**src/switch_ctrl_pkg.sv**
```systemverilog
// Purpose: Constants and types of the switch control
// Assumes: 16-bit numbered register words
// Notes:   All offsets, fields, resets and codes live here
package switch_ctrl_pkg;

    // ------------------------------------------------------------------
    // Register numbers
    // ------------------------------------------------------------------
    localparam logic [7:0] ADDR_VOLT_REF      = 8'h14;  // Matching voltage reference
    localparam logic [7:0] ADDR_MASK_LOW      = 8'h1b;  // alarm_trip_mask_low
    localparam logic [7:0] ADDR_MASK_HIGH     = 8'h1c;  // alarm_trip_mask_high
    localparam logic [7:0] ADDR_INPUT_CONFIG  = 8'h22;  // Contact-input routing
    localparam logic [7:0] ADDR_STATUS        = 8'h37;  // Status word
    localparam logic [7:0] ADDR_ALARM_LOW     = 8'h38;  // active_alarm_word_low
    localparam logic [7:0] ADDR_ALARM_HIGH    = 8'h39;  // active_alarm_word_high
    localparam logic [7:0] ADDR_COMMAND       = 8'h58;  // Command word

    // ------------------------------------------------------------------
    // Field layout and codes
    // ------------------------------------------------------------------
    localparam int         HIGH_ALARM_BITS    = 11;     // Alarms 17..27
    localparam int         ALARM24_BIT        = 7;      // Alarm 24 in high word
    localparam int         STAT_MATCH_BIT     = 12;     // Magnitude match flag
    localparam int         STAT_MODE_BIT      = 10;     // Matching mode flag
    localparam logic [15:0] CMD_MATCH_ON      = 16'h0002;
    localparam logic [15:0] CMD_MATCH_OFF     = 16'h0004;
    localparam logic [15:0] CFG_SERIAL_A      = 16'h0000; // Command route
    localparam logic [15:0] CFG_SERIAL_B      = 16'h0008; // Command route
    localparam logic [15:0] CFG_CONTACT_A     = 16'h0010; // Contact route
    localparam logic [15:0] CFG_CONTACT_B     = 16'h0018; // Contact route

    // ------------------------------------------------------------------
    // Reset values
    // ------------------------------------------------------------------
    localparam logic [15:0] MASK_LOW_RESET    = 16'hffff;
    localparam logic [15:0] MASK_HIGH_RESET   = 16'h07ff;
    localparam logic [15:0] CONFIG_RESET      = 16'h0000;
    localparam logic [15:0] VOLT_REF_RESET    = 16'h0000;
    localparam logic [15:0] NOMINAL_LINE      = 16'h1000; // Nominal line reading

    // Line window in percent of nominal
    localparam logic [7:0]  LINE_HIGH_PCT     = 8'd110;
    localparam logic [7:0]  LINE_LOW_PCT      = 8'd90;
    localparam logic [7:0]  PCT_SCALE         = 8'd100;

    // Synchronised pin count
    localparam int          PIN_COUNT         = 5;

    // Operating state of the regulator mode
    typedef enum logic [1:0] {
        MODE_IDLE,
        MODE_MATCHING,
        MODE_DROOP
    } mode_type;

endpackage

```
**src/mode_ctrl_if.sv**
```systemverilog
// Purpose: Carries mode requests and mode state between top and mode machine
// Assumes: Single clock domain
// Notes:   All request signals are one-cycle pulses except levels noted
`timescale 1ns/1ps
interface mode_ctrl_if;
    logic enter_cmd;     // Command-route entry pulse
    logic exit_cmd;      // Command-route exit pulse
    logic contact_route; // Contact input steers the mode (level)
    logic contact;       // Synchronised matching contact (level)
    logic off_key;       // Synchronised off key (level)
    logic par_closed;    // Synchronised parallel-closed feedback (level)
    logic alarm24;       // No-matching alarm (level)
    logic matching;      // Matching mode active (level)
    logic droop;         // Droop and power-factor mode active (level)

    modport ctrl (output enter_cmd, exit_cmd, contact_route, contact, off_key,
                  output par_closed, alarm24, input matching, droop);
    modport fsm  (input enter_cmd, exit_cmd, contact_route, contact, off_key,
                  input par_closed, alarm24, output matching, droop);
endinterface

```
**src/pin_sync.sv**
```systemverilog
// Purpose: Two-stage synchroniser for the contact and key pins
// Assumes: Pins are slow levels from switchgear and panel
// Notes:   First stage feeds only the second stage
`timescale 1ns/1ps
module pin_sync
    import switch_ctrl_pkg::*;
(
    input  wire logic                 clk_sys,
    input  wire logic                 rst,
    input  wire logic [PIN_COUNT-1:0] pins,
    output logic      [PIN_COUNT-1:0] pins_sync
);
    logic [PIN_COUNT-1:0] stage_reg; // First stage, metastability catch

    // Two flip-flops per pin
    always_ff @(posedge clk_sys or posedge rst) begin
        if (rst) begin
            stage_reg <= '0;
            pins_sync <= '0;
        end else begin
            stage_reg <= pins;
            pins_sync <= stage_reg;
        end
    end
endmodule

```
**src/match_mode_fsm.sv**
```systemverilog
// Purpose: Voltage-matching and droop mode sequencing
// Assumes: Requests arrive synchronised through the mode interface
// Notes:   Idle ignores exit causes; they act once matching has been entered
`timescale 1ns/1ps
module match_mode_fsm
    import switch_ctrl_pkg::*;
(
    input  wire logic clk_sys,
    input  wire logic rst,
    mode_ctrl_if.fsm  mode
);
    mode_type state_reg;   // Present mode
    mode_type state_next;  // Next mode
    logic     contact_prev; // Contact level one cycle back

    // Contact edge tracking
    always_ff @(posedge clk_sys or posedge rst) begin
        if (rst) begin
            contact_prev <= 1'b0;
        end else begin
            contact_prev <= mode.contact;
        end
    end

    // Next mode
    always_comb begin
        state_next = state_reg;
        case (state_reg)
            MODE_IDLE: begin
                if (mode.par_closed) begin
                    state_next = MODE_IDLE;
                end else if (mode.enter_cmd) begin
                    state_next = MODE_MATCHING;
                end else if (mode.contact_route && mode.contact && !contact_prev) begin
                    state_next = MODE_MATCHING;
                end
            end
            MODE_MATCHING: begin
                if (mode.par_closed) begin
                    state_next = MODE_DROOP;
                end else if (mode.alarm24) begin
                    state_next = MODE_IDLE;
                end else if (mode.exit_cmd || mode.off_key) begin
                    state_next = MODE_IDLE;
                end else if (mode.contact_route && !mode.contact) begin
                    state_next = MODE_IDLE;
                end
            end
            MODE_DROOP: begin
                // Droop holds while the parallel switch stays closed
                if (!mode.par_closed) begin
                    state_next = MODE_IDLE;
                end
            end
            default: begin
                state_next = MODE_IDLE;
            end
        endcase
    end

    // Mode register and decoded outputs
    always_ff @(posedge clk_sys or posedge rst) begin
        if (rst) begin
            state_reg     <= MODE_IDLE;
            mode.matching <= 1'b0;
            mode.droop    <= 1'b0;
        end else begin
            state_reg     <= state_next;
            mode.matching <= (state_next == MODE_MATCHING);
            mode.droop    <= (state_next == MODE_DROOP);
        end
    end
endmodule

```
**src/parallel_switch_alarm_mask_control.sv**
```systemverilog
// Purpose: Alarm-mask trip of the enable contact,
//          matching mode control and register words
// Assumes: Registers, alarms and line reading on clk_sys;
//          contacts and keys are asynchronous pins
//
// Notes:   Enable contact output is high while closed
`timescale 1ns/1ps
module parallel_switch_alarm_mask_control
    import switch_ctrl_pkg::*;
(
    input  wire logic        clk_sys,
    input  wire logic        rst,
    // Register word access
    input  wire logic        reg_wr,
    input  wire logic        reg_rd,
    input  wire logic [7:0]  reg_addr,
    input  wire logic [15:0] reg_wdata,
    output logic      [15:0] reg_rdata,
    output logic             reg_rvalid,
    // Alarm sources
    input  wire logic [15:0] alarm_in_low,
    input  wire logic [10:0] alarm_in_high,
    input  wire logic [15:0] line_level,
    // Contacts, keys and comparator pins
    input  wire logic        match_contact,
    input  wire logic        par_closed_contact,
    input  wire logic        match_off_key,
    input  wire logic        magnitude_match,
    input  wire logic        rotating_bridge_jumper_read_en,
    // Results
    output logic             switch_enable_connector,
    output logic             line_mode_ind,
    output logic             droop_en,
    output logic             power_factor_regulation_en,
    output logic      [15:0] volt_ref
);

    // ------------------------------------------------------------------
    // Decode helpers
    // ------------------------------------------------------------------

    // True when a write hits the given register number
    function automatic logic write_hit(input logic wr, input logic [7:0] addr,
                                       input logic [7:0] target);
        write_hit = wr && (addr == target);
    endfunction

    // True when the configuration word routes matching to the command word
    function automatic logic cfg_is_serial(input logic [15:0] cfg);
        cfg_is_serial = (cfg == CFG_SERIAL_A) || (cfg == CFG_SERIAL_B);
    endfunction

    // True when the configuration word routes matching to the contact input
    function automatic logic cfg_is_contact(input logic [15:0] cfg);
        cfg_is_contact = (cfg == CFG_CONTACT_A) || (cfg == CFG_CONTACT_B);
    endfunction

    // ------------------------------------------------------------------
    // Storage
    // ------------------------------------------------------------------
    logic [15:0]          mask_low_reg;     // Trip mask, alarms 1..16
    logic [15:0]          mask_high_reg;    // Trip mask, alarms 17..27
    logic [15:0]          config_reg;       // Contact-input routing word
    logic [15:0]          alarm_low_reg;    // Latched alarm word, low
    logic [15:0]          alarm_high_reg;   // Latched alarm word, high
    logic                 alarm24_reg;      // No-matching alarm
    logic                 out_of_range_reg; // Line outside window
    logic [PIN_COUNT-1:0] pins_sync;        // Synchronised pins
    logic                 enter_cmd_reg;    // Entry command pulse
    logic                 exit_cmd_reg;     // Exit command pulse
    logic                 trip;             // Masked alarm present
    logic [15:0]          status_word;      // Assembled status
    logic [15:0]          rdata_next;       // Read mux result
    logic [10:0]          alarm_high_next;  // High alarm bits with alarm 24

    // Synchronised pin names
    logic                 contact_s;        // Matching contact closed
    logic                 par_closed_s;     // Parallel switch closed
    logic                 off_key_s;        // Off key pressed
    logic                 match_s;          // Magnitudes equal
    logic                 jumper_read_s;    // Bridge jumper reading on

    // Line comparison products
    logic [23:0]          line_scaled;      // Line reading times 100
    logic [23:0]          high_limit;       // Nominal times 110
    logic [23:0]          low_limit;        // Nominal times 90

    mode_ctrl_if mode ();

    // ------------------------------------------------------------------
    // Pin synchronisation
    // ------------------------------------------------------------------
    pin_sync u_pin_sync (
        .clk_sys   (clk_sys),
        .rst       (rst),
        .pins      ({rotating_bridge_jumper_read_en, magnitude_match,
                     match_off_key, par_closed_contact, match_contact}),
        .pins_sync (pins_sync)
    );

    assign contact_s     = pins_sync[0];
    assign par_closed_s  = pins_sync[1];
    assign off_key_s     = pins_sync[2];
    assign match_s       = pins_sync[3];
    assign jumper_read_s = pins_sync[4];

    // ------------------------------------------------------------------
    // Writable words
    // ------------------------------------------------------------------

    // Trip masks, upper high bits forced to zero
    always_ff @(posedge clk_sys or posedge rst) begin
        if (rst) begin
            mask_low_reg  <= MASK_LOW_RESET;
            mask_high_reg <= MASK_HIGH_RESET;
        end else begin
            if (write_hit(reg_wr, reg_addr, ADDR_MASK_LOW)) begin
                mask_low_reg <= reg_wdata;
            end
            if (write_hit(reg_wr, reg_addr, ADDR_MASK_HIGH)) begin
                mask_high_reg <= {5'h00, reg_wdata[HIGH_ALARM_BITS-1:0]};
            end
        end
    end

    // Input routing configuration
    always_ff @(posedge clk_sys or posedge rst) begin
        if (rst) begin
            config_reg <= CONFIG_RESET;
        end else if (write_hit(reg_wr, reg_addr, ADDR_INPUT_CONFIG)) begin
            config_reg <= reg_wdata;
        end
    end

    // Matching voltage reference, driven straight out
    always_ff @(posedge clk_sys or posedge rst) begin
        if (rst) begin
            volt_ref <= VOLT_REF_RESET;
        end else if (write_hit(reg_wr, reg_addr, ADDR_VOLT_REF)) begin
            volt_ref <= reg_wdata;
        end
    end

    // Command word decoding into one-cycle pulses
    always_ff @(posedge clk_sys or posedge rst) begin
        if (rst) begin
            enter_cmd_reg <= 1'b0;
            exit_cmd_reg  <= 1'b0;
        end else begin
            // Entry honoured only on command routing with jumper reading off
            enter_cmd_reg <= write_hit(reg_wr, reg_addr, ADDR_COMMAND)
                             && (reg_wdata == CMD_MATCH_ON)
                             && cfg_is_serial(config_reg) && !jumper_read_s;
            // Exit accepted from any routing
            exit_cmd_reg  <= write_hit(reg_wr, reg_addr, ADDR_COMMAND)
                             && (reg_wdata == CMD_MATCH_OFF);
        end
    end

    // ------------------------------------------------------------------
    // Line window and no-matching alarm
    // ------------------------------------------------------------------
    assign line_scaled = {8'h00, line_level} * {16'h0000, PCT_SCALE};
    assign high_limit  = {8'h00, NOMINAL_LINE} * {16'h0000, LINE_HIGH_PCT};
    assign low_limit   = {8'h00, NOMINAL_LINE} * {16'h0000, LINE_LOW_PCT};

    // Window compare registered to keep the multiply off the alarm path
    always_ff @(posedge clk_sys or posedge rst) begin
        if (rst) begin
            out_of_range_reg <= 1'b0;
        end else begin
            out_of_range_reg <= (line_scaled > high_limit) || (line_scaled < low_limit);
        end
    end

    // Held until window regained, paralleled, exit command
    // or off key; raising it wins
    always_ff @(posedge clk_sys or posedge rst) begin
        if (rst) begin
            alarm24_reg <= 1'b0;
        end else if (out_of_range_reg && mode.matching && !par_closed_s) begin
            alarm24_reg <= 1'b1;
        end else if (!out_of_range_reg || par_closed_s || exit_cmd_reg || off_key_s) begin
            alarm24_reg <= 1'b0;
        end
    end

    // ------------------------------------------------------------------
    // Active alarm words
    // ------------------------------------------------------------------

    // Alarm 24 slot carries the block's own no-matching alarm
    always_comb begin
        alarm_high_next = alarm_in_high;
        alarm_high_next[ALARM24_BIT] = alarm_in_high[ALARM24_BIT] || alarm24_reg;
    end

    // Latched words, alarms 1..16 low and 17..27 high
    always_ff @(posedge clk_sys or posedge rst) begin
        if (rst) begin
            alarm_low_reg  <= '0;
            alarm_high_reg <= '0;
        end else begin
            alarm_low_reg  <= alarm_in_low;
            alarm_high_reg <= {5'h00, alarm_high_next};
        end
    end

    // Any single masked alarm trips the contact
    assign trip = |({alarm_high_reg, alarm_low_reg} & {mask_high_reg, mask_low_reg});

    // ------------------------------------------------------------------
    // Mode machine
    // ------------------------------------------------------------------
    assign mode.enter_cmd     = enter_cmd_reg;
    assign mode.exit_cmd      = exit_cmd_reg;
    assign mode.contact_route = cfg_is_contact(config_reg) && !jumper_read_s;
    assign mode.contact       = contact_s;
    assign mode.off_key       = off_key_s;
    assign mode.par_closed    = par_closed_s;
    assign mode.alarm24       = alarm_high_reg[ALARM24_BIT];

    match_mode_fsm u_match_mode_fsm (
        .clk_sys (clk_sys),
        .rst     (rst),
        .mode    (mode)
    );

    // ------------------------------------------------------------------
    // Contact and mode outputs
    // ------------------------------------------------------------------

    // Closes on match or once paralleled,
    // opens on any masked alarm or alarm 24
    always_ff @(posedge clk_sys or posedge rst) begin
        if (rst) begin
            switch_enable_connector <= 1'b0;
        end else if (trip) begin
            switch_enable_connector <= 1'b0;
        end else if (alarm24_reg) begin
            switch_enable_connector <= 1'b0;
        end else begin
            switch_enable_connector <= match_s || par_closed_s;
        end
    end

    // Line indication and droop regulation follow the mode
    always_ff @(posedge clk_sys or posedge rst) begin
        if (rst) begin
            line_mode_ind              <= 1'b0;
            droop_en                   <= 1'b0;
            power_factor_regulation_en <= 1'b0;
        end else begin
            line_mode_ind              <= mode.matching;
            droop_en                   <= mode.droop;
            power_factor_regulation_en <= mode.droop;
        end
    end

    // ------------------------------------------------------------------
    // Read side
    // ------------------------------------------------------------------

    // Status word with match and mode flags
    always_comb begin
        status_word = '0;
        status_word[STAT_MATCH_BIT] = match_s;
        status_word[STAT_MODE_BIT]  = mode.matching;
    end

    // Read multiplexer; unmapped numbers read zero
    always_comb begin
        if (reg_addr == ADDR_MASK_LOW) begin
            rdata_next = mask_low_reg;
        end else if (reg_addr == ADDR_MASK_HIGH) begin
            rdata_next = mask_high_reg;
        end else if (reg_addr == ADDR_ALARM_LOW) begin
            rdata_next = alarm_low_reg;
        end else if (reg_addr == ADDR_ALARM_HIGH) begin
            rdata_next = alarm_high_reg;
        end else if (reg_addr == ADDR_STATUS) begin
            rdata_next = status_word;
        end else if (reg_addr == ADDR_INPUT_CONFIG) begin
            rdata_next = config_reg;
        end else if (reg_addr == ADDR_VOLT_REF) begin
            rdata_next = volt_ref;
        end else begin
            rdata_next = '0;
        end
    end

    // Read answer one cycle after the request
    always_ff @(posedge clk_sys or posedge rst) begin
        if (rst) begin
            reg_rdata  <= '0;
            reg_rvalid <= 1'b0;
        end else begin
            reg_rvalid <= reg_rd;
            if (reg_rd) begin
                reg_rdata <= rdata_next;
            end
        end
    end

endmodule

```
**config.mk**
```make
export PLATFORM = sky130hd
export DESIGN_NAME = parallel_switch_alarm_mask_control
export DESIGN_NICKNAME = d
export VERILOG_FILES = /design/src/switch_ctrl_pkg.sv /design/src/mode_ctrl_if.sv /design/src/pin_sync.sv /design/src/match_mode_fsm.sv /design/src/parallel_switch_alarm_mask_control.sv
export SDC_FILE = /design/constraint.sdc
export NUM_CORES = 1
export LEC_CHECK = 0
export BUFFER_PORTS_ARGS = -buffer_cell sky130_fd_sc_hd__clkbuf_2
export CORE_MARGIN = 2
export CORE_UTILIZATION = 35
export CTS_CLUSTER_SIZE = 30
export DETAILED_ROUTE_END_ITERATION = 6
export GPL_TIMING_DRIVEN = 1
export PLACE_DENSITY = 0.59
export SYNTH_ARGS = -nofsm -noshare
export SYNTH_HDL_FRONTEND = slang
export SYNTH_SLANG_ARGS = --single-unit
```
**constraint.sdc**
```tcl
create_clock -name clk_sys -period 12.48 [get_ports clk_sys]
set_input_delay 3.744 -clock clk_sys [delete_from_list [all_inputs] [get_ports clk_sys]]
set_output_delay 3.744 -clock clk_sys [all_outputs]
set_load 0.01 [all_outputs]
```
==> results of run 1 <==
## per-stage QoR
step	hold WS, ns	power, mW	worst slack, ns	cells	utilization
after detailed placement	0.337	0.700	5.43	933	0.403
final	0.348	1.24	5.83	965	0.437
after global placement	0.336	0.693	5.50	933	0.403
after floorplan	0.331	0.626	5.45	576	-
after global routing	0.358	1.30	5.55	965	0.437
after CTS	0.351	1.25	5.85	965	0.437
## layout make-up
| class | instances | area (um^2) | share of cell area |
|---|---|---|---|
| inverters | 59 | 225 | 0.0273 |
| flip-flops and latches | 125 | 3160 | 0.383 |
| well taps | 260 | 325 | 0.0394 |
| clock buffers | 22 | 464 | 0.0562 |
| multi-input cells | 374 | 3310 | 0.401 |
| repair buffers | 115 | 583 | 0.0706 |
| clock inverters | 10 | 186 | 0.0226 |
## metal layers
| layer | track usage | wire [um] | up-vias |
|---|---|---|---|
| met2 | 0.306 | 8530 | 178 |
| met5 | 0 | 0 | - |
| met3 | 0.0526 | 1390 | 22 |
| met1 | 0.215 | 7480 | 2468 |
| met4 | 0.0501 | 270 | 0 |
| li1 | - | - | 2343 |
## worst max-delay path: stages
cell	delay (ns)
clkbuf_2	0.11
ha_1	0.29
ha_1	0.29
inv_1	0.05
fa_1	0.49
inv_1	0.04
ha_1	0.31
inv_1	0.08
a211oi_1	0.36
o22ai_2	0.16
o31a_1	0.36
xor2_1	0.15
nor4_1	0.36
nand4_2	0.12
## report_power, final
group / internal [mW] / leakage (nW) / switching (mW) / total [mW]
logic: 0.106 / 2.23 / 0.141 / 0.248
registers: 0.430 / 1.52 / 0.0159 / 0.445
clock network: 0.365 / 0.307 / 0.179 / 0.544
total: 0.901 / 4.06 / 0.336 / 1.24
## Yosys cell counts, types with 11 or more instances
master | count | area share
a21oi_1 | 16 | 0.012
a221oi_1 | 13 | 0.017
a22oi_1 | 16 | 0.018
a31oi_1 | 11 | 0.010
dfrtp_1 | 98 | 0.36
dfstp_2 | 27 | 0.10
fa_1 | 11 | 0.032
ha_1 | 53 | 0.098
inv_1 | 57 | 0.032
mux2_1 | 37 | 0.061
mux2_2 | 20 | 0.033
mux2_4 | 11 | 0.024
nand2_1 | 19 | 0.011
nor2_1 | 33 | 0.018
o21ai_0 | 13 | 0.0096
## worst max-delay path by stage
stage / cells after the start / slack [ns] / end
2_1_floorplan: 1 / 5.45 / alarm24_reg
3_3_place_gp: 14 / 5.50 / out_of_range_reg
3_5_place_dp: 14 / 5.43 / out_of_range_reg
4_1_cts: 14 / 5.85 / out_of_range_reg
5_1_grt: 14 / 5.55 / out_of_range_reg
6_report: 14 / 5.83 / out_of_range_reg
## cell families after synthesis
kind of cell	after synthesis	synth area share
AO/OA/AOI/OAI	116	0.128
AND/OR/NAND/NOR	112	0.0916
flip-flops	125	0.466
buffers and inverters	77	0.0468
adder cells (fa/ha/maj)	64	0.130
multiplexers	73	0.126
XOR/XNOR	9	0.0116
==> impl_metrics.tcl, run 1 <==
set metrics [dict create \
    report.final.slew_viol_count 0 \
    cts_tree "done" \
    synth.avg_cell_area_um2 11.8 \
    finalNetCount 832 \
    post-dp-hpwl_mm 13.0 \
    ios 113 \
    critPathMaxFanout 4 \
    synth_edf_count 0 \
    vdd_drop_max_mv 0.0920 \
    viasPerCell 5.19 \
    dieArea_um2 20500 \
    yosysSeqAreaShare 0.466 \
    final_cell_mix "clkbuf_2, dfrtp_1, inv_1" \
    vias 5011 \
    relSlewSlack 0.395 \
    synth_ff_type "dfrtp_1" \
    ys_ff_latch 125 \
    wirelength_mm 17.7 \
    min_path_type "register to register" \
    r2r_cells 6 \
    synth_nets 716 \
    status "finished, final reports clean" \
    root_buffer "clkbuf_16" \
    clk_path_buf_depth 2 \
    hold_depth 0 \
    clock.fmax_mhz 150 \
    tightest_slew_ns 0.905 \
    arrival_ns 6.93 \
    grt_start_max_net_pins 66 \
    grtUsageTotal 0.177 \
    core_area_um2 18900 \
    worstPathRequired_ns 12.76 \
    r2r_start "config_reg[11]" \
    total_leakage_power_nw 4.06 \
    critPathKind "input pin to register" \
    async_flop_share 1.00 \
    htree_levels 4 \
    routabilityCongestion 0.782 \
    grt_overflow_total 0 \
    clk_latency_ns 0.42 \
    finalSetupViolations 0 \
    initial_utilization 0.359 \
    clock_skew_ns 0.00747 \
    finalSetupTns_ns 0 \
    firstDrtPassIters 5 \
    die_w_um 143 \
    grt_setup_unrepaired "no" \
    r2r_slack_ns 10.73 \
    hold_start "u_pin_sync.stage_reg[2]" \
    drc 0 \
    synth_area_um2 6790 \
    yosys.cell_types.count 71 \
    cts_made_buffers 17 \
    critPathLaunchType "input pin" \
    antenna_found_initial 0 \
    netlist_instances 576 \
    period_share 0.533 \
    final_common_cell "clkbuf_2" \
    synthToLayoutAreaGrowth_pct 21.7 \
    ant_nets 0 \
    path_clk_slew_ns 0.05 \
    cts-resized-gates 0 \
    power_density_nw_per_um2 150 \
    hold_viol_final 0 \
    finalCriticalPeriod_ns 6.65 \
    layout-drive-gt1-share 0.313 \
    port_buffers 112 \
    cts_setup_buffers 0 \
    grt_pass1_wl_mm 28.0 \
    r2r_end "u_match_mode_fsm.state_reg[0]" \
    endpoint_kind "register" \
    min_to "u_pin_sync.pins_sync[2]" \
    postCtsHoldBufs 0 \
    row_count 50 \
    wl_per_cell_um 18.3 \
    num-fill-cells 1833 \
    fp.dieH_um 143 \
    drt-initial-drc-count 293 \
    postLayoutCellArea_um2 8260 \
    place_area_um2 7610 \
    cts_num_sinks 125 \
    max-cap-violations 0 \
    grt_pass1_vias 5365 \
    antenna_cells 0 \
    cp-startpoint "line_level[3]" \
    ys.warnings.count 0 \
]
No activity file was read; power rests on OpenSTA's default activity.
==> inputs of run 2 (changes only) <==
==> constraint.sdc (replaced) <==
create_clock -name clk_sys -period 6.4 [get_ports clk_sys]
set_input_delay 1.92 -clock clk_sys [delete_from_list [all_inputs] [get_ports clk_sys]]
set_output_delay 1.92 -clock clk_sys [all_outputs]
set_load 0.01 [all_outputs]
==> run 2 against run 1 <==
Net effect:
- utilization down 0.62 points
- register-to-register slack worse by 6.1 ns
- via count down 1.3%
- clock power up 55%
- combinational power up 95%
- sequential share of layout area up 0.55 points
- wire length down 2.0%
- clock skew up 0.00062 ns
- critical path depth unchanged
- die area unchanged
- non-clock buffer count up 1
- highest routed layer unchanged
==> impl_metrics.tcl, run 2 (synthesized netlist as in run 1, its figures left out) <==
set metrics [dict create \
    worstPathRequired_ns 6.67 \
    relSlewSlack 0.335 \
    preCtsSetupSlack_ns 1.19 \
    cts-resized-gates 0 \
    dieArea_um2 20500 \
    clk_latency_ns 0.40 \
    min_path_type "register to register" \
    final_common_cell "clkbuf_2" \
    cp_cell_sequence "clkbuf_2, ha_1, ha_1, inv_1, fa_1, inv_1, ha_1, inv_1, a211oi_1, o22ai_2, o31a_1, xor2_1, nor4_1, nand4_2" \
    r2r_end "u_match_mode_fsm.state_reg[0]" \
    routabilityCongestion 0.799 \
    cp_slowest_cell "fa_1" \
    antenna_found_initial 0 \
    total_leakage_power_nw 4.02 \
    synthToLayoutAreaGrowth_pct 20.0 \
    tightest_slew_ns 0.997 \
    report.final.slew_viol_count 0 \
    path_clk_slew_ns 0.05 \
    hold_start "u_pin_sync.stage_reg[2]" \
    firstDrtPassIters 5 \
    endpoint_kind "register" \
    worst_slack_ns 1.61 \
    cts_num_sinks 125 \
    r2r_start "config_reg[9]" \
    vdd_drop_max_mv 0.177 \
    r2r_slack_ns 4.63 \
    die_w_um 143 \
    vias 4946 \
    clk_path_buf_depth 2 \
    root_buffer "clkbuf_16" \
    port_buffers 112 \
    post-dp-hpwl_mm 13.0 \
    grt_setup_unrepaired "no" \
    finalNetCount 833 \
    grt_pass1_wl_mm 27.6 \
    drt-initial-drc-count 219 \
    hold_viol_final 0 \
    clock_skew_ns 0.00809 \
    grt_overflow_total 0 \
    num-fill-cells 1812 \
    grt_start_max_net_pins 83 \
    finalSetupViolations 0 \
    status "finished, final reports clean" \
    critPathMaxFanout 4 \
    final_cell_mix "clkbuf_2, dfrtp_1, inv_1" \
    grtUsageTotal 0.176 \
    power_density_nw_per_um2 269 \
    ant_nets 0 \
    finalCriticalPeriod_ns 4.79 \
    critPathLaunchType "input pin" \
    viasPerCell 5.12 \
    max-cap-violations 0 \
    critPathKind "input pin to register" \
    antenna_cells 0 \
    postCtsHoldBufs 0 \
    drc 0 \
    cts_setup_buffers 0 \
    worst_path_largest_cell_delay_ns 0.50 \
    clock.fmax_mhz 209 \
    row_count 50 \
    cts_tree "done" \
    min_to "u_pin_sync.pins_sync[2]" \
    initial_utilization 0.359 \
    arrival_ns 5.06 \
    period_share 0.749 \
    r2r_cells 6 \
    core_area_um2 18900 \
    fp.dieH_um 143 \
    cts_made_buffers 17 \
    finalSetupTns_ns 0 \
    htree_levels 4 \
    wl_per_cell_um 17.9 \
    hold_depth 0 \
    layout-drive-gt1-share 0.312 \
    grt_pass1_vias 5175 \
    wirelength_mm 17.3 \
    ios 113 \
]
==> run 2: through the flow <==
stage	total power, mW	utilization	instance area [um^2]	hold WS (ns)	cells
after floorplan	1.22	-	6790	0.331	576
after global placement	1.35	0.403	7620	0.337	934
after detailed placement	1.36	0.403	7620	0.338	934
after CTS	2.21	0.431	8140	0.350	966
after global routing	2.32	0.431	8140	0.358	966
final	2.19	0.431	8140	0.349	966
==> run 2: layer usage <==
metal,routed length (um),track usage,up-vias
li1,-,-,2347
met1,7320,0.214,2446
met2,8630,0.307,143
met3,1250,0.0516,10
met4,121,0.0423,0
met5,0,0,-
==> run 2: where the power goes <==
| part | switching (mW) | internal (mW) |
|---|---|---|
| combinational | 0.276 | 0.207 |
| clock | 0.321 | 0.522 |
| sequential | 0.0305 | 0.838 |
| total | 0.627 | 1.57 |
==> run 2: area by class of cell <==
| type | instances | area [um^2] | area share |
|---|---|---|---|
| clock buffer | 25 | 485 | 0.0596 |
| timing repair buffer | 116 | 591 | 0.0725 |
| clock inverter | 7 | 41.3 | 0.00507 |
| sequential | 125 | 3160 | 0.388 |
| multi-input combinational | 374 | 3310 | 0.407 |
| inverter | 59 | 225 | 0.0277 |
| tap | 260 | 325 | 0.0400 |
==> run 2: how the worst max path moves through the flow <==
| stage | end | slack [ns] | start | cells past startpoint |
|---|---|---|---|---|
| floorplan | alarm24_reg | 1.20 | rst | 1 |
| global placement | out_of_range_reg | 1.25 | line_level[6] | 14 |
| detailed placement | out_of_range_reg | 1.19 | line_level[6] | 14 |
| CTS | out_of_range_reg | 1.60 | line_level[3] | 14 |
| global route | out_of_range_reg | 1.42 | line_level[6] | 14 |
| finish | out_of_range_reg | 1.61 | line_level[3] | 14 |
==> run 2: worst max-delay path: cells and delay by family <==
kind | cells | cell delay (ns)
adder cells (fa/ha/maj) | 4 | 1.38
XOR/XNOR | 1 | 0.15
AO/OA/AOI/OAI | 3 | 0.88
buffers and inverters | 4 | 0.27
AND/OR/NAND/NOR | 2 | 0.46
